--- src/hw/ssf_pkg.sv ---
// shared constants and types for the serdes framer with loopback
`default_nettype none
package ssf_pkg;
    // register byte offsets
    localparam int          AXI_ADDR_W   = 4;
    localparam logic [3:0]  ADDR_CTRL    = 4'h0;
    localparam logic [3:0]  ADDR_STATUS  = 4'h4;
    localparam logic [3:0]  ADDR_FRAMES  = 4'h8;
    localparam logic [1:0]  RESP_OKAY    = 2'h0;
    localparam logic [1:0]  RESP_SLVERR  = 2'h2;

    // control field positions and reset value
    localparam int          CTRL_FAC_BIT  = 0;
    localparam int          CTRL_EQU_BIT  = 1;
    localparam int          CTRL_LT_BIT   = 2;
    localparam int          CTRL_HI_BIT   = 3;
    localparam int          CTRL_REF_BIT  = 4;
    localparam int          CTRL_W        = 5;
    localparam logic [7:0]  CTRL_RESET    = 8'h00;

    // status field positions
    localparam int          STAT_LOSS_BIT  = 0;
    localparam int          STAT_FOUND_BIT = 1;
    localparam int          STAT_HUNT_BIT  = 2;
    localparam int          STAT_DIV_LSB   = 8;

    // clock multiplier feedback ratios
    localparam logic [5:0]  FB_DIV_REF_LO  = 6'h20;
    localparam logic [5:0]  FB_DIV_REF_HI  = 6'h08;

    // framing pattern
    localparam logic [7:0]  PAT_A1         = 8'hF6;
    localparam logic [7:0]  PAT_A2         = 8'h28;
    localparam int          PAT_REPEAT     = 3;
    localparam int          PAT_W          = 16 * PAT_REPEAT;
    localparam int          HUNT_LEAD_BYTES = 4;

    // byte clock phase: tx high for bit counts below this, rx high from this up
    localparam logic [2:0]  BCLK_HALF      = 3'h4;
    localparam logic [2:0]  BIT_LAST       = 3'h7;

    typedef struct packed {
        logic ref_sel;
        logic high_rate;
        logic loop_timing;
        logic equip_loop;
        logic fac_loop;
    } ssf_ctrl_t;

    typedef enum logic [0:0] {
        FS_SEARCH = 1'b0,
        FS_FOUND  = 1'b1
    } ssf_fstate_t;
endpackage
`default_nettype wire

--- src/hw/ssf_sync.sv ---
// two flip-flop synchroniser for pin inputs
`timescale 1ns/1ns
`default_nettype none
module ssf_sync #(
    parameter int W = 1
) (
    input  wire logic         aclk,
    input  wire logic         aresetn,
    input  wire logic [W-1:0] d,
    output logic      [W-1:0] q
);
    typedef struct packed {
        logic [W-1:0] meta;
        logic [W-1:0] sync;
    } ssf_sync_st_t;

    ssf_sync_st_t st;
    ssf_sync_st_t next_st;

    always_comb
    begin
        next_st      = st;
        next_st.meta = d;
        next_st.sync = st.meta;
    end

    always_ff @(posedge aclk)
    begin
        if (!aresetn)
            st <= '0;
        else
            st <= next_st;
    end

    assign q = st.sync;
endmodule
`default_nettype wire

--- src/hw/ssf_frame_det.sv ---
// framing pattern compare over a sliding bit window
`timescale 1ns/1ns
`default_nettype none
module ssf_frame_det (
    input  wire logic [ssf_pkg::PAT_W-1:0] window,
    output logic                           hit
);
    localparam logic [ssf_pkg::PAT_W-1:0] PATTERN =
        {{ssf_pkg::PAT_REPEAT{ssf_pkg::PAT_A1}}, {ssf_pkg::PAT_REPEAT{ssf_pkg::PAT_A2}}};

    // window moves one bit per received bit, so every offset is tried
    assign hit = (window == PATTERN);
endmodule
`default_nettype wire

--- src/hw/ssf_top.sv ---
// byte-wide serdes with frame detect, signal loss, loopbacks and loop timing
// Behaviour
// - framer byte taken at our tx byte clock rise
// - transmit bytes serialised most significant bit first
// - byte rate times eight gives serial rate
// - ref select picks divide 8 or 32
// - selects map to reference and output frequencies
// - receive data sampled on serial clock rise
// - deserialise, rx byte clock is serial divide-by-8
// - hunt level keeps realigning while held high
// - detect three A1 then three A2
// - realign bytes starting at third A2 byte
// - one byte long pulse with third A2
// - pulse only while hunting or hunt falling
// - signal loss forces receive bytes low
// - signal loss clocks receive from multiplier
// - facility loop sends receive bits to transmit
// - facility loop still deserialises receive stream
// - equipment loop feeds transmit stream to receiver
// - equipment loop rx clock from transmit bit clock
// - equipment loop still drives transmit output
// - both loops together form split loopback
// - split loop isolates both external paths
// - loop timing clocks everything from receive clock, except receive under signal loss
//
// Decided for this implementation: the AXI4-Lite register port and the register addresses.
`timescale 1ns/1ns
`default_nettype none
module ssf_top #(
    parameter bit          LOSS_ACTIVE_HIGH = 1'b1,
    parameter int          CMU_W            = 4,
    parameter logic [3:0]  CMU_DIV_HI       = 4'h2,
    parameter logic [3:0]  CMU_DIV_LO       = 4'h8
) (
    input  wire logic                           aclk,
    input  wire logic                           aresetn,
    input  wire logic [ssf_pkg::AXI_ADDR_W-1:0] s_axi_awaddr,
    input  wire logic                           s_axi_awvalid,
    output logic                                s_axi_awready,
    input  wire logic [31:0]                    s_axi_wdata,
    input  wire logic [3:0]                     s_axi_wstrb,
    input  wire logic                           s_axi_wvalid,
    output logic                                s_axi_wready,
    output logic [1:0]                          s_axi_bresp,
    output logic                                s_axi_bvalid,
    input  wire logic                           s_axi_bready,
    input  wire logic [ssf_pkg::AXI_ADDR_W-1:0] s_axi_araddr,
    input  wire logic                           s_axi_arvalid,
    output logic                                s_axi_arready,
    output logic [31:0]                         s_axi_rdata,
    output logic [1:0]                          s_axi_rresp,
    output logic                                s_axi_rvalid,
    input  wire logic                           s_axi_rready,
    input  wire logic [7:0]                     tx_parallel_in,
    output logic                                tx_byte_clock_out,
    output logic                                tx_serial_out,
    input  wire logic                           rx_serial_in,
    input  wire logic                           rx_serial_clock_in,
    output logic [7:0]                          rx_parallel_out,
    output logic                                rx_byte_clock_out,
    output logic                                frame_pulse,
    input  wire logic                           frame_hunt_in,
    input  wire logic                           signal_loss_in
);
    // all state except the pin synchroniser, registered in one place
    typedef struct packed {
        ssf_pkg::ssf_ctrl_t              ctrl;
        logic                            aw_got;
        logic [ssf_pkg::AXI_ADDR_W-1:0]  aw_addr;
        logic                            w_got;
        logic [31:0]                     w_data;
        logic                            w_lane0;
        logic                            bvalid;
        logic [1:0]                      bresp;
        logic                            rvalid;
        logic [31:0]                     rdata;
        logic [1:0]                      rresp;
        logic [CMU_W-1:0]                cmu_cnt;
        logic [2:0]                      tx_bcnt;
        logic [7:0]                      tx_shift;
        logic                            tx_ser;
        logic                            tx_bclk;
        logic                            rx_clk_d;
        logic [ssf_pkg::PAT_W-1:0]       rx_sr;
        logic [2:0]                      rx_bcnt;
        logic [7:0]                      rx_byte;
        logic                            fp;
        logic                            rx_bclk;
        logic                            hunt_d;
        ssf_pkg::ssf_fstate_t            fstate;
        logic [15:0]                     frames;
    } ssf_top_st_t;

    ssf_top_st_t st;
    ssf_top_st_t next_st;

    logic [3:0]                  pins_s;
    logic                        rx_data_s;
    logic                        rx_clk_s;
    logic                        hunt_s;
    logic                        loss_raw_s;
    logic [ssf_pkg::PAT_W-1:0]   rx_window;
    logic                        pat_hit;

    // one synchroniser for all pins keeps data and clock aligned
    ssf_sync #(
        .W (4)
    ) u_sync (
        .aclk    (aclk),
        .aresetn (aresetn),
        .d       ({rx_serial_in, rx_serial_clock_in, frame_hunt_in, signal_loss_in}),
        .q       (pins_s)
    );

    assign rx_data_s  = pins_s[3];
    assign rx_clk_s   = pins_s[2];
    assign hunt_s     = pins_s[1];
    assign loss_raw_s = pins_s[0];

    ssf_frame_det u_det (
        .window (rx_window),
        .hit    (pat_hit)
    );

    // helpers, set on every path of the process below
    logic              loss;
    logic              rx_rise;
    logic              cmu_tick;
    logic [CMU_W-1:0]  cmu_period;
    logic              tx_en;
    logic              rx_en;
    logic              rx_bit;
    logic              hunt_ok;
    logic [31:0]       status_word;

    always_comb
    begin
        next_st = st;

        loss = LOSS_ACTIVE_HIGH ? loss_raw_s : ~loss_raw_s;

        // serial clock edge from the synchronised pin
        rx_rise         = rx_clk_s & ~st.rx_clk_d;
        next_st.rx_clk_d = rx_clk_s;

        // clock multiplier: one bit enable per period, rate picks period
        cmu_period = st.ctrl.high_rate ? CMU_DIV_HI[CMU_W-1:0] : CMU_DIV_LO[CMU_W-1:0];
        cmu_tick   = (st.cmu_cnt >= cmu_period - CMU_W'(1));
        next_st.cmu_cnt = cmu_tick ? '0 : st.cmu_cnt + CMU_W'(1);

        // transmit bit clock, bypassed to the receive clock in loop timing
        tx_en = st.ctrl.loop_timing ? rx_rise : cmu_tick;

        // receive bit clock and source selection
        // equipment loop outranks loss: the line is not used
        if (st.ctrl.equip_loop)
        begin
            rx_en  = tx_en;
            rx_bit = st.tx_shift[7];
        end
        else if (loss)
        begin
            rx_en  = cmu_tick;
            rx_bit = rx_data_s;
        end
        else
        begin
            rx_en  = rx_rise;
            rx_bit = rx_data_s;
        end

        // transmit serialiser
        // a still bit clock in loop timing freezes the byte clock too
        if (tx_en)
        begin
            if (st.tx_bcnt == ssf_pkg::BIT_LAST)
            begin
                next_st.tx_shift = tx_parallel_in;
                next_st.tx_bcnt  = '0;
            end
            else
            begin
                next_st.tx_shift = {st.tx_shift[6:0], 1'b0};
                next_st.tx_bcnt  = st.tx_bcnt + 3'h1;
            end
        end
        next_st.tx_bclk = (next_st.tx_bcnt < ssf_pkg::BCLK_HALF);

        // serial output: looped receive bits or own stream
        // facility loop follows the line clock, not the bit enable
        if (st.ctrl.fac_loop)
        begin
            if (rx_rise)
                next_st.tx_ser = rx_data_s;
        end
        else if (tx_en)
        begin
            next_st.tx_ser = st.tx_shift[7];
        end

        // receive deserialiser and framing
        // a detection in the cycle the hunt level drops still counts
        hunt_ok   = hunt_s | st.hunt_d;
        next_st.hunt_d = hunt_s;
        // window moves one bit per receive bit enable
        rx_window = {st.rx_sr[ssf_pkg::PAT_W-2:0], rx_bit};
        // fresh hunt clears found; a detection in the same cycle wins
        if (hunt_s && !st.hunt_d)
            next_st.fstate = ssf_pkg::FS_SEARCH;

        if (rx_en)
        begin
            next_st.rx_sr = rx_window;
            if (pat_hit && hunt_ok)
            begin
                // this bit closes the third A2 byte: it becomes a byte boundary
                next_st.rx_byte = rx_window[7:0];
                next_st.fp      = 1'b1;
                next_st.rx_bcnt = '0;
                next_st.fstate  = ssf_pkg::FS_FOUND;
                next_st.frames  = st.frames + 16'h0001;
            end
            else if (st.rx_bcnt == ssf_pkg::BIT_LAST)
            begin
                next_st.rx_byte = rx_window[7:0];
                next_st.fp      = 1'b0;
                next_st.rx_bcnt = '0;
            end
            else
            begin
                next_st.rx_bcnt = st.rx_bcnt + 3'h1;
            end
        end
        // loss wins over any byte formed in this cycle
        if (loss)
            next_st.rx_byte = '0;
        // rises mid-byte so the byte is stable around the edge
        next_st.rx_bclk = (next_st.rx_bcnt >= ssf_pkg::BCLK_HALF);

        // status view
        status_word = '0;
        status_word[ssf_pkg::STAT_LOSS_BIT]  = loss;
        status_word[ssf_pkg::STAT_FOUND_BIT] = (st.fstate == ssf_pkg::FS_FOUND);
        status_word[ssf_pkg::STAT_HUNT_BIT]  = hunt_s;
        // select high means the slow reference, hence the larger ratio
        status_word[ssf_pkg::STAT_DIV_LSB +: 6] =
            st.ctrl.ref_sel ? ssf_pkg::FB_DIV_REF_LO : ssf_pkg::FB_DIV_REF_HI;

        // register bus: write address and data taken in either order
        if (s_axi_awvalid && !st.aw_got && !st.bvalid)
        begin
            next_st.aw_got  = 1'b1;
            next_st.aw_addr = s_axi_awaddr;
        end
        if (s_axi_wvalid && !st.w_got && !st.bvalid)
        begin
            next_st.w_got   = 1'b1;
            next_st.w_data  = s_axi_wdata;
            next_st.w_lane0 = s_axi_wstrb[0];
        end
        if (st.aw_got && st.w_got && !st.bvalid)
        begin
            next_st.aw_got = 1'b0;
            next_st.w_got  = 1'b0;
            next_st.bvalid = 1'b1;
            next_st.bresp  = ssf_pkg::RESP_OKAY;
            case (st.aw_addr)
                ssf_pkg::ADDR_CTRL:
                begin
                    if (st.w_lane0)
                        next_st.ctrl = st.w_data[ssf_pkg::CTRL_W-1:0];
                end
                ssf_pkg::ADDR_STATUS,
                ssf_pkg::ADDR_FRAMES:
                begin
                    next_st.bresp = ssf_pkg::RESP_OKAY;
                end
                default:
                begin
                    next_st.bresp = ssf_pkg::RESP_SLVERR;
                end
            endcase
        end
        else if (st.bvalid && s_axi_bready)
        begin
            next_st.bvalid = 1'b0;
        end

        // register bus: read
        if (s_axi_arvalid && !st.rvalid)
        begin
            next_st.rvalid = 1'b1;
            next_st.rresp  = ssf_pkg::RESP_OKAY;
            case (s_axi_araddr)
                ssf_pkg::ADDR_CTRL:   next_st.rdata = {27'h0, st.ctrl};
                ssf_pkg::ADDR_STATUS: next_st.rdata = status_word;
                ssf_pkg::ADDR_FRAMES: next_st.rdata = {16'h0000, st.frames};
                default:
                begin
                    next_st.rdata = '0;
                    next_st.rresp = ssf_pkg::RESP_SLVERR;
                end
            endcase
        end
        else if (st.rvalid && s_axi_rready)
        begin
            next_st.rvalid = 1'b0;
        end
    end

    // reset loads constants only
    always_ff @(posedge aclk)
    begin
        if (!aresetn)
        begin
            st      <= '0;
            st.ctrl <= ssf_pkg::CTRL_RESET[ssf_pkg::CTRL_W-1:0];
            st.fstate <= ssf_pkg::FS_SEARCH;
        end
        else
        begin
            st <= next_st;
        end
    end

    // readies combinational, data straight from flops
    assign s_axi_awready     = ~st.aw_got & ~st.bvalid;
    assign s_axi_wready      = ~st.w_got & ~st.bvalid;
    assign s_axi_bvalid      = st.bvalid;
    assign s_axi_bresp       = st.bresp;
    assign s_axi_arready     = ~st.rvalid;
    assign s_axi_rvalid      = st.rvalid;
    assign s_axi_rdata       = st.rdata;
    assign s_axi_rresp       = st.rresp;
    assign tx_byte_clock_out = st.tx_bclk;
    assign tx_serial_out     = st.tx_ser;
    assign rx_parallel_out   = st.rx_byte;
    assign rx_byte_clock_out = st.rx_bclk;
    assign frame_pulse       = st.fp;
endmodule
`default_nettype wire

--- config.mk ---
export PLATFORM = sky130hd
export DESIGN_NAME = ssf_top
export DESIGN_NICKNAME = d
export VERILOG_FILES = /design/src/hw/ssf_pkg.sv /design/src/hw/ssf_sync.sv /design/src/hw/ssf_frame_det.sv /design/src/hw/ssf_top.sv
export SDC_FILE = /design/constraint.sdc
export NUM_CORES = 1
export LEC_CHECK = 0
export BUFFER_PORTS_ARGS = -buffer_cell sky130_fd_sc_hd__clkbuf_2
export CAP_MARGIN = 20
export CORE_UTILIZATION = 50
export CTS_BUF_LIST = sky130_fd_sc_hd__clkbuf_4
export DETAILED_ROUTE_END_ITERATION = 10
export GPL_TIMING_DRIVEN = 1
export PLACE_DENSITY = 0.73
export SYNTH_ARGS = -nofsm -noshare
export SYNTH_HDL_FRONTEND = slang
export SYNTH_HIERARCHICAL = 1
export SYNTH_SLANG_ARGS = --single-unit
--- constraint.sdc ---
create_clock -name aclk -period 5.8 [get_ports aclk]
set_input_delay 0.87 -clock aclk [delete_from_list [all_inputs] [get_ports aclk]]
set_output_delay 0.87 -clock aclk [all_outputs]
set_load 0.02 [all_outputs]
==> metrics.md, run 1 <==
| Metric | Value |
|---|---|
| Status | complete, no violations |
| Worst setup startpoint | st[175] |
| Hold path start | u_sync/next_st[0] |
| Worst r2r src | st[175] |
| I/O pin count | between 100 and 150 |
| Seq/Total Area, Yosys | 0.473 |
| Hold crit path type | register to register |
| Vias in the first global route | ~4200 |
| Reg clk slew, reported paths | around 0.12 ns |
| FP Rows | 39 |
| CP endpoint kind | register |
| Layout cells sized above 1 | 0.156 |
| Leakage | between 2 and 2.5 nW |
| Worst skew pair latency | around 0.55 ns |
| Setup TNS | 0 ns |
| Maximum clock frequency | approximately 0.34 GHz |
| Bufs on Longest Clock Path | 2 |
| Synth top area cells | dfxtp_1 47%, nand2_1 7.4%, a21oi_1 7.0% |
| Wire length on met3 | just under 600 um |
| Main combinational cell family by area after synthesis | simple AND/OR/NAND/NOR gates |
| Critical Path RT | roughly 6.3 ns |
| Syn_area_per_cell | 8.65 sq um |
| Slew HR | 0.409 |
| Yosys warns | 6 |
| Number of synthesized flops with an enable pin | 0 |
| Compound-cell area share of the yosys netlist | 0.128 |
| FF+latch count, synth | 140 |
| Wire length per cell | about 13 um |
| First-pass GRT wire length | between 15000 and 20000 um |
| Mux contribution to synthesized area | 0.0651 |
| WL met1 | between 5000 and 6000 um |
| MaxCap Viol Count | 0 |
| # DRC | 0 |
| TritonRoute pass-1 iters | 6 |
| Unrepaired setup endpoints after global routing | false |
| Most frequent cells after synthesis | 140 x dfxtp_1, 116 x nand2_1, 83 x a21oi_1, 66 x nor2_1, 47 x buf_4 |
| Highest Signal Layer | met4 |
| Clock Root Buffer | clkbuf_4 |
| Final hold vios | 0 |
| Starting density of the core | 0.517 |
| Cell count after placement | around 840 |
| CTS tree | done |
| Most frequent cell after synthesis | dfxtp_1 |
| Post-route design area | ~6400 sq um |
| PD cells | 288 nW/um^2 |
| Postcts setup bufs | 0 |
| Peak supply drop | about 250 uV |
| Via Count | ~4600 |
| CTS hold repair buffers | 0 |
| Syn-to-layout area delta | 8.03% |
| Detail Route Antenna Nets | 0 |
| Register-to-Register Path Depth | 9 |
| Placed inst area | just over 6000 sq um |
| Async SR Flop Fraction | 0 |
| Worst-path fanout max | 27 |
| Crit path DAT | around 3.4 ns |
| Fin crit share | 0.506 |
| Mapped Area | around 5900 sq um |
| FILL cells | just over 1000 |
| Final Power | roughly 1.8 mW |
| HPWL after DPL | just under 8000 um |
| Final setup fails | 0 |
| WHS Path Cells | 1 |
| Chip width | approximately 110 um |
| XOR/XNOR share of the synthesized area | 0.00591 |
| # diodes | 0 |
| H-tree levels | 4 |
| Finished Layout Cells | approximately 870 |
| Distinct cells, synth | 47 |
| Skew final | around 0.015 ns |
| Final #Nets | just under 800 |
| Vias/cell | between 5 and 6 |
| Period minus WS final | 2.94 ns |
| Worst Max-Slew Pin Slew | between 0.8 and 0.9 ns |
| Critical path class | register to register |
| Synth area leader | dfxtp_1 |
| Most used DFF post-synth | dfxtp_1 |
| Die Y | roughly 110 um |
| Post-Route WL | 11500 um |
| Iter 0 DRT Violations | 294 |
| Post-Synth Simple-Gate Area | 0.218 |
| Overall Global Routing Usage | 0.194 |
| I/O Buffers | 67 |
| DIE AREA | 12300 sq um |
| Worst setup SP type | register |
| WHS | between 0.4 and 0.5 ns |
| Top-area cell type share of the netlist area | 0.473 |
| Core area | approximately 11000 sq um |
| Grt ovf | 0 |
| Pin count of the biggest net entering global routing | 78 |
| CTS buffer count | 17 |
| Final Max Slew Viols | 0 |
| Cts repair resizes | 0 |
| Initial antenna violation count | 0 |
| RePlAce Congestion | around 0.76 |
| Post-Synth Adder-Cell Area | 0.0169 |
| Met2 wire len | around 5500 um |
| CTS Sinks | 140 |
| Mapped Cells | a little under 700 |
-- cell usage in the layout (no fill, tap or decap), drive strengths merged, types with 4 or more instances in the layout --
cell      n
inv      12
nor2     66
nand2b    8
bufinv    5
mux2i    34
ha        8
clkinv    4
and2     16
nor3      4
and3      4
nand4     5
o21ai     9
a32oi     4
or3       4
a211oi   15
nand3    22
buf       5
dfxtp   140
a21oi    84
nand4b    4
or4       8
mux2      4
nor4b     7
conb     18
clkbuf   90
nand2   116
o31ai     7
-- cell type report --
cell class / instances / area (sq um) / share of cell area
Clock buffer: 23 / 173 / 0.0270
Clock inverter: 9 / 168 / 0.0262
Inverter: 12 / 45.0 / 0.00704
Multi-Input combinational cell: 469 / 2650 / 0.414
Sequential cell: 140 / 2800 / 0.438
Tap cell: 143 / 179 / 0.0280
Timing Repair Buffer: 72 / 385 / 0.0602
-- path summary, 6_finish.rpt --
check	to	slack, ns
worst min-delay path	u_sync/q[0]	0.43
worst max register to register	st[10]	2.86
worst max-delay path	st[10]	2.86
worst min register to register	u_sync/q[0]	0.43
-- report_power, final --
group | switching [mW] | internal, mW | leakage [nW] | total (mW)
registers | 0.0109 | 0.977 | 1.13 | 0.988
logic | 0.0790 | 0.0356 | 1.03 | 0.115
clock network | 0.328 | 0.411 | 0.187 | 0.738
-- state kept, by name, indices dropped and copies added, names as in the netlist, named ones only --
signal	cells
tx_byte_clock_out	1
st	50
s_axi_rdata	16
rx_parallel_out	8
s_axi_bvalid	1
s_axi_bresp	1
frame_pulse	1
s_axi_rvalid	1
u_sync/q	4
tx_serial_out	1
rx_window	47
s_axi_rresp	1
u_sync/next_st	4
-- metal layers --
metal	up-vias	GRT usage
li1	2350	-
met1	2172	0.248
met2	117	0.311
met3	10	0.0503
met4	0	0.0764
met5	-	0
-- cell families (layout without fill, tap and decap cells) --
group	Yosys count	after routing
fa+ha+maj	8	8
other cells	1	18
flops	140	140
xor+xnor	4	4
simple gates	273	273
buf+inv	93	116
compound gates	128	128
mux	38	38
-- critical path, stage by stage (launching register included) --
cell	delay (ns)
dfxtp_1	0.45
mux2i_1	0.41
inv_1	0.08
nor4b_1	0.37
nand4_1	0.16
nor3_2	0.15
o21a_1	0.26
o211ai_4	0.26
or4_1	0.56
a21oi_1	0.15
-- through the flow --
| step | utilization | setup WS (ns) |
|---|---|---|
| 2_1_floorplan | - | 3.56 |
| 3_3_place_gp | 0.527 | 2.93 |
| 3_5_place_dp | 0.528 | 2.89 |
| 4_1_cts | 0.558 | 2.85 |
| 5_1_grt | 0.558 | 2.57 |
| 6_report | 0.558 | 2.86 |
(Power assumes the default switching activity.)
==> run 2, diff against run 1 <==
Settings changed: PLACE_DENSITY 0.73 to 0.76.
Clock period 5.8 ns to 2.7 ns, I/O delays scaled along.
==> run 2 against run 1 <==
Compared with the run above:
- fmax rose by 17%
- critical endpoint unchanged
- sequential power rose by 110%
- count of clock-buffer cells in the layout fell by 6
- critical path type unchanged
- power increased by 100%
- non-clock buffer count grew 13
- combinational power up 130%
- utilization up 0.69 points
- critical path depth stayed put
- design area up 1.2%
- largest power group unchanged
==> metrics.md, run 2 (synthesized netlist as in run 1, its figures left out) <==
| Metric | Value |
|---|---|
| First-pass GRT wire length | 20100 um |
| Worst-path fanout max | 11 |
| Leakage | about 2.4 nW |
| HPWL after DPL | 8170 um |
| Iter 0 DRT Violations | 278 |
| Vias/cell | about 5.4 |
| FP Rows | 39 |
| Hold crit path type | primary input to register |
| TritonRoute pass-1 iters | 5 |
| Final hold vios | 0 |
| CTS tree | done |
| Bufs on Longest Clock Path | 2 |
| Period minus WS final | roughly 2.5 ns |
| RePlAce Congestion | about 0.77 |
| Final design utilization | 0.565 |
| Max stage delay on crit path | 0.53 ns |
| WHS | 0.0691 ns |
| Worst Max-Slew Pin Slew | ~0.6 ns |
| Final setup fails | 0 |
| Layout cells sized above 1 | 0.173 |
| I/O Buffers | 67 |
| Crit path DAT | 2.96 ns |
| Worst setup SP type | register |
| Wire length per cell | 13.7 um |
| Fin worst setup slack | 0.200 ns |
| Initial antenna violation count | 0 |
| Detail Route Antenna Nets | 0 |
| Fin crit share | 0.926 |
| Starting density of the core | 0.517 |
| Via Count | roughly 4800 |
| Largest Register | st |
| Syn-to-layout area delta | 9.36% |
| Critical path class | register to register |
| I/O pin count | approximately 120 |
| Finished Layout Cells | roughly 900 |
| # DRC | 0 |
| Clock Root Buffer | clkbuf_4 |
| Post-Route WL | around 12000 um |
| Vias in the first global route | between 4000 and 5000 |
| Setup TNS | 0 ns |
| Critical Path RT | 3.16 ns |
| Pin count of the biggest net entering global routing | 50 |
| Maximum clock frequency | approximately 0.4 GHz |
| Slew HR | 0.600 |
| CTS Sinks | 140 |
| Final #Nets | ~800 |
| DIE AREA | around 12000 sq um |
| Skew final | around 0.016 ns |
| Crit-path slowest cell | or4_1 |
| Max FFs per register | 50 |
| Commonest non-fill, non-tap cells in the layout | 140 x dfxtp_1, 116 x nand2_1, 83 x a21oi_1 |
| Worst skew pair latency | ~0.53 ns |
| CP endpoint kind | register |
| Setup WS pre-CTS | between 0.1 and 0.15 ns |
| Final Max Slew Viols | 0 |
| Peak supply drop | 371 uV |
| Cell breakdown of the critical path | mux2i_2 -> inv_1 -> nor4b_2 -> nand4_1 -> nor3_2 -> o21a_2 -> o211ai_4 -> or4_1 -> a21oi_1 |
| Grt ovf | 0 |
| Core area | roughly 11000 sq um |
| Delay-heaviest family, CP | simple AND/OR/NAND/NOR gates |
| Status | complete, no violations |
| Die Y | approximately 110 um |
| Overall Global Routing Usage | 0.199 |
| H-tree levels | 4 |
| Chip width | 111 um |
| Cell count after placement | approximately 850 |
| Most common cell after layout, fill and taps aside | dfxtp_1 |
| CTS hold repair buffers | 0 |
| PD cells | between 500 and 600 nW/um^2 |
| MaxCap Viol Count | 0 |
| CTS buffer count | 17 |
| # diodes | 0 |
| Crit path buf inv count | 1 |
| Reg clk slew, reported paths | about 0.11 ns |
-- run 2: changes by cell type in the layout (fill, tap and decap cells not counted), moves of 2 or more --
cell | previous run | this run
buf_4 | 4 | 15
clkbuf_4 | 23 | 17
bufinv_16 | 5 | 3
clkinv_1 | 2 | 5
clkinvlp_4 | 0 | 3
-- run 2: stage by stage --
| step | cell area [sq um] | power [mW] |
|---|---|---|
| detailed placement | 6140 | 2.43 |
| global route | 6480 | 3.90 |
| finish | 6480 | 3.74 |
| CTS | 6420 | 3.76 |
| floorplan | 5990 | 2.37 |
| global placement | 6140 | 2.41 |
-- run 2: metal layers --
layer	vias up	routed length (um)	GRT usage
met5	-	0	0
met4	0	136	0.0871
met3	12	563	0.0459
met2	126	6050	0.342
met1	2250	5340	0.238
li1	2386	-	-
-- run 2: report_power, final --
part           switching (mW)  internal [mW]  total (mW)
sequential             0.0254           2.10        2.12
clock                   0.736          0.621        1.36
combinational           0.174         0.0843       0.259
total                   0.936           2.80        3.74
-- run 2: path summary, 6_finish.rpt --
check / slack [ns] / depth (start not counted) / from / to
worst max-delay path: 0.20 / 9 / st[175] / st[10]
worst min-delay path: 0.07 / 2 / s_axi_rready / s_axi_rvalid
worst max register to register: 0.20 / 9 / st[175] / st[10]
worst min register to register: 0.44 / 1 / u_sync/next_st[1] / u_sync/q[1]
-- run 2: final cells by class --
cell class | count | area, sq um
clock buffers | 17 | 128
fillers | 1031 | 4990
flip-flops and latches | 140 | 2800
well taps | 143 | 179
multi-input cells | 470 | 2680
repair buffers | 85 | 493
inverters | 12 | 45.0
clock inverters | 15 | 155
-- run 2: repair_timing --
action,CTS,global route
endpoints found under the setup margin,0,17
resized for setup,0,6
endpoints found under the hold margin,0,0
setup buffers,0,3
==> run 3, diff against run 2 <==
Settings changed: ABC_AREA set to 1.
==> run 3 against run 2 <==
Compared with the run above:
- die area rose by 5.2%
- fmax rose by 15%
- power up 7.2%
- sequential cell count unchanged
- worst setup slack improved by 0.33 ns
- critical endpoint is now rx_parallel_out[1]
==> metrics.md, run 3 <==
| Metric | Value |
|---|---|
| Status | complete, no violations |
| Pint | between 3 and 4 mW |
| RePlAce Congestion | roughly 0.8 |
| CTS buffer count | 17 |
| Yosys warns | 6 |
| Final #Nets | ~970 |
| HPWL after DPL | 7470 um |
| Mapped Area | approximately 6200 sq um |
| Cts repair resizes | 0 |
| Vias in the first global route | around 4500 |
| Final Max Slew Viols | 0 |
| Vias/cell | around 4.8 |
| Detail Route Antenna Nets | 0 |
| Peak supply drop | roughly 610 uV |
| TritonRoute pass-1 iters | 5 |
| Most used cell, CP | nand2_1 |
| Reg area | between 2000 and 3000 sq um |
| First-pass GRT wire length | just under 20000 um |
| Syn-to-layout area delta | 7.94% |
| Period minus WS final | around 2.2 ns |
| I/O pin count | 116 |
| Worst Max-Slew Pin Slew | roughly 0.63 ns |
| Overall Global Routing Usage | 0.189 |
| Worst r2r src | st[175] |
| Chip width | around 110 um |
| Sequential power share | 0.535 |
| Seq/Total Area, Yosys | 0.449 |
| Final hold vios | 0 |
| Reg2reg setup slack | between 0.5 and 0.6 ns |
| Switching share of power | 0.244 |
| Crit path DAT | roughly 2.6 ns |
| Top-area cell type share of the netlist area | 0.449 |
| FP Rows | 40 |
| PD cells | 595 nW/um^2 |
| Synth area leader | dfxtp_1 |
| Mapped Cells | between 800 and 900 |
| Critical path class | register to register |
| Critical Path RT | 3.13 ns |
| Leakage | about 2.7 nW |
| CTS Sinks | 140 |
| Bufs on Longest Clock Path | 2 |
| CP endpoint kind | register |
| Final Power | about 4.0 mW |
| Worst skew pair latency | approximately 0.54 ns |
| Fin crit share | 0.803 |
| Footprint of the multi-input gates | about 2700 sq um |
| Distinct cells, synth | 33 |
| FILL cells | ~1200 |
| Most used DFF post-synth | dfxtp_1 |
| Commonest non-fill, non-tap cells in the layout | 238 x nand2_1, 140 x dfxtp_1, 102 x a21oi_1 |
| Sink of the worst hold path | u_sync/next_st[1] |
| Slew HR | 0.578 |
| Most frequent cells after synthesis | 238 x nand2_1, 140 x dfxtp_1, 102 x a21oi_1, 80 x nor2_1, 78 x inv_1 |
| Wire length per cell | 10.6 um |
| Iter 0 DRT Violations | 335 |
| Setup TNS | 0 ns |
| Final setup fails | 0 |
| Worst-path fanout max | 10 |
| Clock Root Buffer | clkbuf_4 |
| Via Count | between 5000 and 6000 |
| Maximum clock frequency | about 0.46 GHz |
| MaxCap Viol Count | 0 |
| Initial antenna violation count | 1 |
| Crit-path slowest cell | dfxtp_1 |
| Post-Route WL | between 10000 and 15000 um |
| Layout cells sized above 1 | 0.125 |
| Die Y | 114 um |
| Switching Power | 0.979 mW |
| Starting density of the core | 0.515 |
| Core area | 12100 sq um |
| Hold path start | frame_hunt_in |
| I/O Buffers | 67 |
| H-tree levels | 4 |
| CTS tree | done |
| Combinational group share of total power | 0.074 |
| Number of synthesized flops with an enable pin | 0 |
| Cell breakdown of the critical path | o21ai_0 -> inv_1 -> inv_1 -> nand2_1 -> nor2_1 -> nand2_1 -> nor2_1 -> nand2_1 -> nor2_2 -> o21ai_2 -> inv_2 -> or2_0 -> buf_4 -> nand2_4 -> nand2_1 -> a21boi_0 |
| CTS hold repair buffers | 0 |
| Hold crit path type | primary input to register |
| Unrepaired setup endpoints after global routing | false |
| Max FFs per register | 50 |
| Largest Register | st |
| Most frequent cell after synthesis | nand2_1 |
| Grt ovf | 0 |
| Skew final | roughly 0.022 ns |
| Synth top area cells | dfxtp_1 45%, nand2_1 14%, a21oi_1 8.2% |
| Worst setup SP type | register |
| Power share of the clock group | 0.392 |
| # DRC | 0 |
| Async SR Flop Fraction | 0 |
| Register-to-Register Path Depth | 16 |
| FF+latch count, synth | 140 |
| Worst r2r dst | rx_parallel_out[1] |
| Max stage delay on crit path | 0.39 ns |
| DIE AREA | ~13000 sq um |
| Reg clk slew, reported paths | about 0.12 ns |
| Most common cell after layout, fill and taps aside | nand2_1 |
| Pin count of the biggest net entering global routing | 79 |
| WHS Path Cells | 3 |
| Postcts setup bufs | 0 |
| Syn_area_per_cell | 7.20 sq um |
-- run 3: cell count changes in the layout (fill, tap and decap cells not counted), sizes merged, moves of 10 or more --
cell    before  now
nor2        66   81
and2        16    0
nand2      116  241
inv         12   81
a211oi      15    1
mux2i       34    0
nand3       22   39
a21oi       84  102
buf         18    8
o21ai        9   56
-- run 3: metal layers --
metal  wire, um  vias to the layer above  global-route usage
met5          0                        -                   0
met3        429                       15              0.0409
met2       5020                      106               0.300
met1       5820                     2284               0.249
met4        181                        0              0.0807
li1           -                     2767                   -
-- run 3: worst max-delay path by stage --
stage / from / depth (start not counted) / to / slack [ns]
floorplan: st[175] / 17 / frame_pulse / 0.89
finish: st[175] / 16 / rx_parallel_out[1] / 0.53
detailed placement: st[175] / 16 / rx_parallel_out[1] / 0.57
global route: st[175] / 16 / rx_parallel_out[3] / 0.32
global placement: st[175] / 16 / frame_pulse / 0.56
CTS: st[175] / 16 / rx_parallel_out[1] / 0.56
-- run 3: metrics by stage --
step                cells   util  instance area (sq um)  hold WS [ns]  setup slack (ns)
global placement     1045  0.528                   6400         0.398             0.560
floorplan             883      -                   6300         0.390             0.888
finish               1078  0.556                   6730        0.0544             0.532
CTS                  1077  0.556                   6730        0.0175             0.562
global route         1078  0.556                   6730        0.0184             0.320
detailed placement   1045  0.528                   6400         0.401             0.574
-- run 3: logic make-up after synthesis --
kind of cell	after synthesis	synth area share
DFF	140	0.449
xor gates and xnor gates	9	0.0126
AOI/OAI and AO/OA	174	0.146
and+or+nand+nor	372	0.241
other	1	0.000601
adders and majority gates	8	0.0160
buffers and inverters	162	0.135
-- run 3: layout make-up --
type                    instances  area share
multi-input cells             581       0.395
flip-flops and latches        140       0.416
clock buffers                  18      0.0201
repair buffers                 75      0.0624
inverters                      81      0.0452
clock inverters                14      0.0297
well taps                     168      0.0312
diodes                          1    0.000372
-- run 3: power by group through the flow --
| stage | Sequential (mW) | Combinational, mW | Clock (mW) |
|---|---|---|---|
| after floorplan | 2.19 | 0.254 | 0 |
| after CTS | 2.14 | 0.298 | 1.61 |
| after detailed placement | 2.19 | 0.297 | 0 |
| after global placement | 2.19 | 0.294 | 0 |
| final | 2.14 | 0.295 | 1.57 |
| after global routing | 2.15 | 0.334 | 1.71 |
-- run 3: worst max-delay path, delay by kind of cell, from the launching register on --
| kind | cells | cell delay [ns] |
|---|---|---|
| buffers and inverters | 4 | 0.47 |
| AOI/OAI and AO/OA | 3 | 0.43 |
| and+or+nand+nor | 9 | 0.78 |
| DFF | 1 | 0.39 |
